--- src/inc/pdc_defines.vh ---
// Constants for the device control register block
`ifndef PDC_DEFINES_VH
`define PDC_DEFINES_VH
`define PDC_ADDR_W        12
`define PDC_DEVCTL_OFFSET 12'h098
`define PDC_DEVCTL_RESET  16'h2000
`define PDC_DEVCTL_WMASK  16'h70ef
`define PDC_RDREQ_HI          14
`define PDC_RDREQ_LO          12
`define PDC_PAYLOAD_HI        7
`define PDC_PAYLOAD_LO        5
`define PDC_UR_REPORT_BIT     3
`define PDC_FATAL_REPORT_BIT  2
`define PDC_NONFATAL_REP_BIT  1
`define PDC_CORR_REPORT_BIT   0
`define PDC_RDREQ_RESET       3'h2
`define PDC_PAYLOAD_RESET     3'h0
`define PDC_RDREQ_RESET_BYTES 13'h0200
`define PDC_PAYLOAD_RST_BYTES 13'h0080
`define PDC_DWORD_SHIFT       2'b00
`define PDC_SIZE_MAX_CODE 3'h5
`define PDC_SIZE_BASE     13'h0080
`define PDC_LEN_W         13
`define PDC_CLS_W         8
`endif

--- src/core/pdc_device_control.v ---
// Device control register with size limits and error message gating
// Functional notes
// - Bit 15 reserved, always reads zero
// - Bits 14:12 max read request size code
// - Read fetch combines request limit, cache line
// - Bits 7:5 max payload size code
// - No-snoop enable bit reads zero
// - Aux power PM enable bit reads zero
// - Phantom function enable bit reads zero
// - Extended tag enable bit reads zero
// - Relaxed ordering enable bit reads zero
// - Unsupported request sends nonfatal when enabled
// - Fatal event sends fatal message when enabled
// - Nonfatal event sends nonfatal message when enabled
// - Correctable event sends correctable message when enabled
// - Register at 98h, resets to 2000h
`timescale 1ns/100ps
`include "pdc_defines.vh"

module pdc_device_control #(
  parameter LEN_W = `PDC_LEN_W,
  parameter CLS_W = `PDC_CLS_W
) (
  input  wire                   clk_in,
  input  wire                   nrst_in,
  input  wire                   cfg_wr_in,
  input  wire                   cfg_rd_in,
  input  wire [`PDC_ADDR_W-1:0] cfg_addr_in,
  input  wire [1:0]             cfg_be_in,
  input  wire [15:0]            cfg_wdata_in,
  output reg  [15:0]            cfg_rdata_out,
  output reg                    cfg_rvalid_out,
  input  wire                   ur_event_in,
  input  wire                   fatal_event_in,
  input  wire                   nonfatal_event_in,
  input  wire                   corr_event_in,
  output reg                    msg_err_fatal_out,
  output reg                    msg_err_nonfatal_out,
  output reg                    msg_err_corr_out,
  input  wire [CLS_W-1:0]       cache_line_size_in,
  input  wire                   read_req_in,
  input  wire [LEN_W-1:0]       read_len_in,
  output reg                    fetch_valid_out,
  output reg  [LEN_W-1:0]       fetch_len_out,
  output reg  [LEN_W-1:0]       max_read_request_bytes_out,
  output reg  [LEN_W-1:0]       max_payload_bytes_out
);

  // Reserved codes fall back to the smallest size so traffic never overruns a partner
  function [LEN_W-1:0] size_bytes;
    input [2:0] code;
    begin
      if (code > `PDC_SIZE_MAX_CODE)
        size_bytes = `PDC_SIZE_BASE;
      else
        size_bytes = `PDC_SIZE_BASE << code;
    end
  endfunction

  reg  [2:0]       max_read_request_size;
  reg  [2:0]       max_payload_size;
  reg              unsupported_request_report_enable;
  reg              fatal_error_report_enable;
  reg              nonfatal_error_report_enable;
  reg              correctable_error_report_enable;
  reg  [15:0]      devctl_view;
  reg  [15:0]      next_devctl;
  reg  [LEN_W:0]   cl_bytes;
  reg  [LEN_W:0]   rounded_len;
  reg  [LEN_W-1:0] next_fetch_len;
  wire             hit;
  wire [15:0]      byte_mask;
  wire [LEN_W-1:0] rdreq_bytes;

  assign hit         = (cfg_addr_in == `PDC_DEVCTL_OFFSET);
  assign byte_mask   = {{8{cfg_be_in[1]}}, {8{cfg_be_in[0]}}};
  assign rdreq_bytes = size_bytes(max_read_request_size);

  // Fixed and reserved bits are constant zero in the read view
  always @*
  begin
    devctl_view = 16'h0000;
    devctl_view[`PDC_RDREQ_HI:`PDC_RDREQ_LO]     = max_read_request_size;
    devctl_view[`PDC_PAYLOAD_HI:`PDC_PAYLOAD_LO] = max_payload_size;
    devctl_view[`PDC_UR_REPORT_BIT]    = unsupported_request_report_enable;
    devctl_view[`PDC_FATAL_REPORT_BIT] = fatal_error_report_enable;
    devctl_view[`PDC_NONFATAL_REP_BIT] = nonfatal_error_report_enable;
    devctl_view[`PDC_CORR_REPORT_BIT]  = correctable_error_report_enable;
    next_devctl = (devctl_view & ~(byte_mask & `PDC_DEVCTL_WMASK))
                | (cfg_wdata_in & byte_mask & `PDC_DEVCTL_WMASK);
  end

  // Cache line size counts dwords; a power of two is assumed for the round-up mask
  always @*
  begin
    cl_bytes    = {{(LEN_W+1-CLS_W-2){1'b0}}, cache_line_size_in, `PDC_DWORD_SHIFT};
    rounded_len = {1'b0, read_len_in};
    if (cl_bytes != {(LEN_W+1){1'b0}})
      rounded_len = ({1'b0, read_len_in} + cl_bytes - {{LEN_W{1'b0}}, 1'b1})
                  & ~(cl_bytes - {{LEN_W{1'b0}}, 1'b1});
    if (rounded_len > {1'b0, rdreq_bytes})
      next_fetch_len = rdreq_bytes;
    else
      next_fetch_len = rounded_len[LEN_W-1:0];
  end

  always @(posedge clk_in or negedge nrst_in)
  begin
    if (!nrst_in)
    begin
      max_read_request_size             <= `PDC_RDREQ_RESET;
      max_payload_size                  <= `PDC_PAYLOAD_RESET;
      unsupported_request_report_enable <= 1'b0;
      fatal_error_report_enable         <= 1'b0;
      nonfatal_error_report_enable      <= 1'b0;
      correctable_error_report_enable   <= 1'b0;
      cfg_rdata_out                     <= 16'h0000;
      cfg_rvalid_out                    <= 1'b0;
    end
    else
    begin
      if (cfg_wr_in && hit)
      begin
        max_read_request_size             <= next_devctl[`PDC_RDREQ_HI:`PDC_RDREQ_LO];
        max_payload_size                  <= next_devctl[`PDC_PAYLOAD_HI:`PDC_PAYLOAD_LO];
        unsupported_request_report_enable <= next_devctl[`PDC_UR_REPORT_BIT];
        fatal_error_report_enable         <= next_devctl[`PDC_FATAL_REPORT_BIT];
        nonfatal_error_report_enable      <= next_devctl[`PDC_NONFATAL_REP_BIT];
        correctable_error_report_enable   <= next_devctl[`PDC_CORR_REPORT_BIT];
      end
      cfg_rvalid_out <= cfg_rd_in;
      if (cfg_rd_in)
        cfg_rdata_out <= hit ? devctl_view : 16'h0000;
    end
  end

  // Enables only gate messages; detection and logging live in the status block
  always @(posedge clk_in or negedge nrst_in)
  begin
    if (!nrst_in)
    begin
      msg_err_fatal_out          <= 1'b0;
      msg_err_nonfatal_out       <= 1'b0;
      msg_err_corr_out           <= 1'b0;
      fetch_valid_out            <= 1'b0;
      fetch_len_out              <= {LEN_W{1'b0}};
      max_read_request_bytes_out <= `PDC_RDREQ_RESET_BYTES;
      max_payload_bytes_out      <= `PDC_PAYLOAD_RST_BYTES;
    end
    else
    begin
      msg_err_fatal_out    <= fatal_event_in & fatal_error_report_enable;
      msg_err_nonfatal_out <= (ur_event_in & unsupported_request_report_enable)
                            | (nonfatal_event_in & nonfatal_error_report_enable);
      msg_err_corr_out     <= corr_event_in & correctable_error_report_enable;
      fetch_valid_out      <= read_req_in;
      if (read_req_in)
        fetch_len_out <= next_fetch_len;
      max_read_request_bytes_out <= rdreq_bytes;
      max_payload_bytes_out      <= size_bytes(max_payload_size);
    end
  end

endmodule // pdc_device_control

--- config.mk ---
export PLATFORM = sky130hd
export DESIGN_NAME = pdc_device_control
export DESIGN_NICKNAME = d
export VERILOG_FILES = /design/src/core/pdc_device_control.v
export VERILOG_INCLUDE_DIRS = /design/src /design/src/inc
export SDC_FILE = /design/constraint.sdc
export NUM_CORES = 1
export LEC_CHECK = 0
export BUFFER_PORTS_ARGS = -buffer_cell sky130_fd_sc_hd__buf_2
export CAP_MARGIN = 0
export CORE_ASPECT_RATIO = 0.8
export CORE_MARGIN = 1.5
export CORE_UTILIZATION = 50
export CTS_CLUSTER_SIZE = 40
export DETAILED_ROUTE_END_ITERATION = 12
export GPL_TIMING_DRIVEN = 0
export PLACE_DENSITY = 0.83
export SLEW_MARGIN = 25
export SYNTH_ARGS = -nofsm -noshare
export SYNTH_HDL_FRONTEND = slang
export SYNTH_SLANG_ARGS = --single-unit
--- constraint.sdc ---
create_clock -name clk_in -period 7.9 [get_ports clk_in]
set_input_delay 1.185 -clock clk_in [delete_from_list [all_inputs] [get_ports clk_in]]
set_output_delay 1.185 -clock clk_in [all_outputs]
set_load 0.01 [all_outputs]
After elaboration in Yosys (flattened, before gate mapping):

Cells that the tools add are included.
W data, S select, Z words.

* add/sub/neg operators: 3
* magnitude comparators: 3
* equal/unequal tests: 1
* shift-type cells: 2
* mux-type cells: 5
* bitwise operators: 11
* reduce and logical (&&, ||, !) cells: 2

Operators with widths (number)
* $mux W13: 3
* $and A15 B15 Y15: 2
* $shl A8 B3 Y13 const A: 2
* $mux W15: 1
* $not A15 Y15: 1
* $or A15 B15 Y15: 1
* $add A13 B10 Y14: 1
* $and A14 B14 Y14: 1
* $gt A14 B13 Y1: 1
* $mux W14: 1
* $not A14 Y14: 1
* $sub A14 B1 Y14 const B: 1
* $eq A12 B8 Y1 const B: 1
* $sub A10 B1 Y11 const B: 1
* $reduce_bool A8 Y1: 1
* $gt A3 B3 Y1 const B: 2
* $and A1 B1 Y1: 4
* $logic_and A1 B1 Y1: 1
* $or A1 B1 Y1: 1

* flip-flop bits (word level): 70
* logic and storage cells: 42

Depth between registers and ports, before layout:

Gate-level depths: netlist of the first run.

* depth in word-level cells: 6
* depth in mapped cells: 21
* gate-level depth less buffers: 20

Worst setup path before layout of the first run:

Ideal clock, no wire load.

* kind: input port to flip-flop
* start: input port cache_line_size_in[1]
* end: register fetch_len_out[11]
* arrival: 4832 ps
* data required time: 7764 ps
* slack: 2932 ps
* stages on the path: 18
* path through: inv_1 -> ha_1 -> inv_1 -> ha_1 -> nor2b_1 -> o31ai_1 -> a211oi_1 -> nor3_1 -> xor2_1 -> o21ai_0 -> ha_1 -> nand2_1 -> or4_1 -> or4_4 -> a32oi_4 -> buf_6 -> mux2i_1 -> a21oi_1

* longest elaborated chain between the ends: 6
* elaborated cells between the ends (all ways): 9

RTL lines
* from (decl): RTL line pdc_device_control.v:40 `input wire [CLS_W-1:0] cache_line_size_in,`
* $add A13 B10 Y14 / $sub A10 B1 Y11 (equally long branches): RTL line pdc_device_control.v:99, pdc_device_control.v:100
* $sub A14 B1 Y14 / $not A14 Y14 (equally long branches): RTL line pdc_device_control.v:99, pdc_device_control.v:100
* $and A14 B14 Y14: RTL line pdc_device_control.v:100 `& ~(cl_bytes - {{LEN_W{1'b0}}, 1'b1});`
* $mux W14 *: RTL line pdc_device_control.v:98 `if (cl_bytes != {(LEN_W+1){1'b0}})`
* $gt A14 B13 Y1: RTL line pdc_device_control.v:101 `if (rounded_len > {1'b0, rdreq_bytes})`
* $mux W13 *: RTL line pdc_device_control.v:101
* to (signal assigned): RTL line pdc_device_control.v:146 `fetch_len_out <= {LEN_W{1'b0}};`
* to (signal assigned): RTL line pdc_device_control.v:158 `fetch_len_out <= next_fetch_len;`
* to (decl): RTL line pdc_device_control.v:44 `output reg [LEN_W-1:0] fetch_len_out,`

Every way passes the cells marked *; elsewhere a longest branch is shown, timed or not.
A chain may end at the register's enable or synchronous reset.

Worst setup path after layout of the first run:

* start: input port cache_line_size_in[0]
* end: register fetch_len_out[11]

The elaborated chain is that of the path after synthesis.

==> results.cfg, run 1 <==
[placed_design]
gp_congestion = 0.884
postPlaceCellArea_mm2 = 0.00399
place_ws_ps = 2310
portBuffers = 93
dp_hpwl_mm = 6.02

[clock_network]
clock-sinks = 50
hold_buffers = 0
cts_tree = built
cts-resized-gates = 0
clk_pin_slew_worst_paths_ps = 90
cts-root-buf = clkbuf_8
cts_setup_buffers = 0
cts_buffers = 5
cts_buffer_depth = 2
clock_latency_ps = 300
htreeDepth = 2

[finish]
post-route-util_pct = 64.1
antennaDiodeCount = 0
drive_gt1_share_pct = 28.6
finalNetCount = 575
nFillCells = 551
area_delta_synth_final_pct = 23.4
stdcell_area_mm2 = 0.00411

[global_routing]
globalRouteOverflowTotal = 0
grt_pass1_wl_mm = 12.6
antenna_found_initial = 0
grt_usage_pct = 22.1
grt_max_degree = 30
grt_pass1_vias = 2723

[route]
antenna_left = 0
drtIter0Drc = 138
wl_per_cell_um = 13.1
routed_wl_mm = 7.49
dr_total_vias = 2894
drtPass1Iterations = 4
drc = 0
viasPerCell = 5.05

[synth]
syn_inst = 368
synth_edf_count = 0
synth_top_area_share_pct = 35.3
synthMuxAreaShare_pct = 4.59
synth_compound_area_share_pct = 13.6
synthArstFlopShare_pct = 100
synthSimpleGateAreaFrac_pct = 17.6
synth_adder_area_share_pct = 10.4
yosysWarnings = 0
synth_area_leaders = dfrtp_1, ha_1, inv_1
synth_xor_area_share_pct = 3.16
synthesis.area_mm2 = 0.00333
ys_ff_latch = 50
seq_area_frac_synth_pct = 37.7
synth_flop_cell = dfrtp_1
ys_top_cells_by_count = inv_1, dfrtp_1, ha_1
synth_most_common_cell = inv_1
avgSynthCellArea_um2 = 9.04
synth_top_family_by_area = simple AND/OR/NAND/NOR gates
yosys.area.top_type = dfrtp_1
yosys.cell_types.count = 49

[floorplan]
die_y_um = 76.0
io_pins = 120
initial_core_util_pct = 51.9
dieArea_mm2 = 0.00716
die_x_um = 94.2
core_area_mm2 = 0.00641
rows = 26

[sta]
fmax_mhz = 188
worst_slack_ps = 2580
finalCriticalPeriod_ps = 5320
grt_setup_unrepaired = no
tightest_slew_ps = 592
drv_slew = 0
maxSlewHeadroom_pct = 60.4
setup_violations = 0
hold_viol = 0
finalCritPeriodShare_pct = 67.3
fin_skew_ps = 6.94
whs_ps = 516
setup_tns_ps = 0

[pwr]
vdd_drop_max_uv = 74.9
power_density_mw_per_mm2 = 155
leakagePower_nw = 2.19

[worst_setup_path]
crit_fanout = 10
worstPathCellList = buf_2 -> inv_1 -> ha_1 -> fa_1 -> nor2b_1 -> o31ai_1 -> a211oi_1 -> nor3_1 -> xor2_1 -> o21ai_0 -> ha_1 -> nand2_1 -> or4_1 -> or4_4 -> a32oi_4 -> buf_6 -> mux2i_1 -> a21oi_1
crit_type = primary input to register
cp_slowest_cell = or4_4
cpMostUsedCell = ha_1
max_stage_delay_ps = 550
cp.arrival_ps = 5490
worst_ep_required_time_ps = 8070
end_kind = register
crit_path_start_kind = primary input

[outcome]
status = completed

[worst_hold_path]
holdCritPathClass = register to register

[flow_run]
maxCapViolCount = 0
power breakdown:
group	switching, mW	internal [mW]	total (mW)
clock network	0.0842	0.103	0.187
logic	0.101	0.0818	0.183
registers	0.00415	0.263	0.267
total	0.189	0.448	0.638
cells by family after synthesis:
kind of cell	count (synthesis)
flops	50
buf+inv	92
mux	14
other cells	1
compound gates	68
simple gates	104
fa+ha+maj	27
xor+xnor	12
stage by stage:
step / std cells / total power, mW
final: 573 / 0.638
after global routing: 573 / 0.674
after CTS: 573 / 0.636
after detailed placement: 565 / 0.453
after global placement: 564 / 0.446
after floorplan: 387 / 0.398
layout by cell type, fill, tap and decap left out, drive strengths merged, types with 2 or more instances in the layout:
cell type	count
a22o	3
a311o	2
conb	20
o21a	10
xnor2	8
ha	26
buf	115
o22ai	3
nor2	13
or3	4
o21ai	23
nand3	20
mux2	10
nand2	19
nor2b	4
or4	3
and2	2
dfrtp	47
dfstp	3
inv	60
and3	5
nor4b	4
mux2i	4
nand2b	4
xor2	4
a211oi	3
a21oi	12
nor3b	5
o32ai	2
and3b	2
a21o	2
nand3b	3
clkbuf	18
nor3	13
critical path, delay by kind of cell:
family / cells / cell delay (ps)
fa+ha+maj: 3 / 970
xor+xnor: 1 / 150
compound gates: 5 / 1130
buf+inv: 3 / 380
mux: 1 / 200
simple gates: 5 / 1480
metal layers:
layer	GRT usage (%)	up-vias	part of all wire (%)
met5	0	-	0
met1	30.6	1335	46
met2	36.5	96	47
met3	3.09	5	6.1
met4	4.93	0	0.63
li1	-	1458	-
final timing paths:
kind / cells after the start / start / slack (ps) / endpoint
hold reg to reg: 1 / fetch_len_out[0] / 520 / fetch_len_out[0]
min in group asynchronous: 1 / nrst_in / 840 / fetch_len_out[1]
setup / recovery: 18 / cache_line_size_in[0] / 2580 / fetch_len_out[11]
setup reg to reg: 11 / register / 4330 / fetch_len_out[11]
hold / removal: 1 / fetch_len_out[0] / 520 / fetch_len_out[0]
max in group asynchronous: 2 / nrst_in / 6470 / max_payload_bytes_out[7]
layout make-up:
class / instances / area (µm²) / share of cell area, %
clock buffer: 7 / 86.3 / 2.10
clock inverter: 1 / 30.0 / 0.731
sequential: 50 / 1250 / 30.6
multi-input combinational: 245 / 1720 / 41.8
inverter: 60 / 225 / 5.48
buffer: 32 / 203 / 4.94
timing repair buffer: 94 / 485 / 11.8
tap: 84 / 105 / 2.56
No activity file was read; power rests on OpenSTA's default activity.
==> run 2: changes to the inputs <==
Settings changed: CORE_UTILIZATION 50 to 45, PLACE_DENSITY 0.83 to 0.79.
Clock period 7.9 ns to 4.3 ns, I/O delays scaled along.
==> run 2 against run 1 <==
Against the previous run: highest routed layer unchanged; first-iteration DRC count unchanged; die area grew 11%; worst hold slack lost 170 ps.
==> results.cfg, run 2 (same netlist as run 1, synthesis figures left out) <==
[worst_setup_path]
cp_top_family = simple AND/OR/NAND/NOR gates
cp_slowest_cell = or4_1
regToRegSetupSlack_ps = 740
crit_type = primary input to register
crit_buf_inv = 5
max_stage_delay_ps = 480
cp.arrival_ps = 4440
r2r_cells = 11
crit_fanout = 5
worstPathCellList = buf_2 -> inv_2 -> ha_1 -> inv_2 -> ha_4 -> a21o_1 -> buf_4 -> o21ai_2 -> a211oi_2 -> or3_1 -> nand3_1 -> ha_1 -> nand4_1 -> or4_1 -> or4_4 -> a32oi_4 -> buf_6 -> mux2i_1 -> a21oi_1
end_kind = register
crit_path_start_kind = primary input
worst_ep_required_time_ps = 4460
reg2reg_to = fetch_len_out[11]

[global_routing]
grt_pass1_vias = 2803
grt_max_degree = 51
antenna_found_initial = 0
globalRouteOverflowTotal = 0
grt_usage_pct = 20.2
grt_pass1_wl_mm = 12.7

[finish]
mostFrequentLayoutCell = buf_2
drive_gt1_share_pct = 37.1
post-route-util_pct = 62.6
antennaDiodeCount = 0
area_delta_synth_final_pct = 32.1
final_cells = 586
finalNetCount = 585
final_cell_mix = buf_2, inv_1, dfrtp_1, buf_4

[placed_design]
placed_cells_incl_taps = 567
gp_congestion = 0.836
dp_hpwl_mm = 6.13
portBuffers = 93

[sta]
drv_slew = 0
finalCritPeriodShare_pct = 99.5
fin_skew_ps = 7.48
whs_ps = 350
setup_violations = 0
maxSlewHeadroom_pct = 59.4
fmax_mhz = 234
tightest_slew_ps = 609
finalCriticalPeriod_ps = 4280
setup_tns_ps = 0
hold_viol = 0
grt_setup_unrepaired = yes

[floorplan]
die_y_um = 79.9
dieArea_mm2 = 0.00792
rows = 27
initial_core_util_pct = 47.4
io_pins = 120
die_x_um = 99.2
core_area_mm2 = 0.00703

[route]
drc = 0
wl_met2_mm = 3.86
m1WireLength_mm = 3.56
dr_wl_met3_um = 546
viasPerCell = 5.09
maxUsedRoutingLayer = met4
routed_wl_mm = 8.08
antenna_left = 0
wl_per_cell_um = 13.8
drtPass1Iterations = 4
dr_total_vias = 2981
drtIter0Drc = 138

[pwr]
vdd_drop_max_uv = 213
leakagePower_nw = 2.27
p_total_mw = 1.25
power_density_mw_per_mm2 = 285

[clock_network]
htreeDepth = 2
hold_buffers = 0
cts_buffers = 5
clk_pin_slew_worst_paths_ps = 90
clock-sinks = 50
cts_buffer_depth = 2
cts_tree = built
clock_latency_ps = 300
cts-root-buf = clkbuf_8

[outcome]
status = completed

[worst_hold_path]
holdCritPathClass = primary input to async pin

[flow_run]
maxCapViolCount = 0
==> run 2: cell types whose count changed in the layout (fill, tap and decap cells not counted), sizes merged <==
cell | before | now
buf | 115 | 125
==> run 2: area by class of cell <==
type,count,area [µm²]
clock buffers,7,86.3
flip-flops and latches,50,1250
plain buffers,32,204
well taps,87,109
clock inverters,1,30.0
fillers,588,2630
repair buffers,104,598
inverters,60,230
multi-input cells,245,1890
==> run 2: worst max-delay path by stage <==
stage,start,end,slack (ps),cells past startpoint
2_1_floorplan,cache_line_size_in[1],fetch_len_out[11],0.03,18
3_3_place_gp,cache_line_size_in[5],fetch_len_out[11],-590,15
3_5_place_dp,cache_line_size_in[5],fetch_len_out[12],-670,15
4_1_cts,cache_line_size_in[4],fetch_len_out[11],8,19
5_1_grt,cache_line_size_in[1],fetch_len_out[11],-170,20
6_report,cache_line_size_in[3],fetch_len_out[11],20,19
==> run 2: where the power goes <==
group	switching (mW)	internal, mW	leakage [nW]	total (mW)
logic	0.219	0.203	1.54	0.422
clock network	0.150	0.190	0.0585	0.339
registers	0.00835	0.484	0.669	0.492
total	0.377	0.876	2.27	1.25
==> run 2: routing by layer <==
layer | global-route usage [%] | vias to the layer above
met3 | 3.77 | 15
li1 | - | 1471
met1 | 26.9 | 1393
met5 | 0 | -
met4 | 4.93 | 0
met2 | 34.3 | 102
==> run 2: repair_timing <==
action                     4_1_cts  5_1_grt
pin swaps                       20       14
setup endpoints to repair       12       12
setup buffers                    7        4
resized for setup               22       21
==> run 2: per-stage QoR <==
| step | cell area (µm²) | worst slack (ps) |
|---|---|---|
| 3_5_place_dp | 4010 | -670 |
| 3_3_place_gp | 4010 | -589 |
| 6_report | 4400 | 21.3 |
| 4_1_cts | 4300 | 8.31 |
| 2_1_floorplan | 3430 | 0.0275 |
| 5_1_grt | 4400 | -165 |
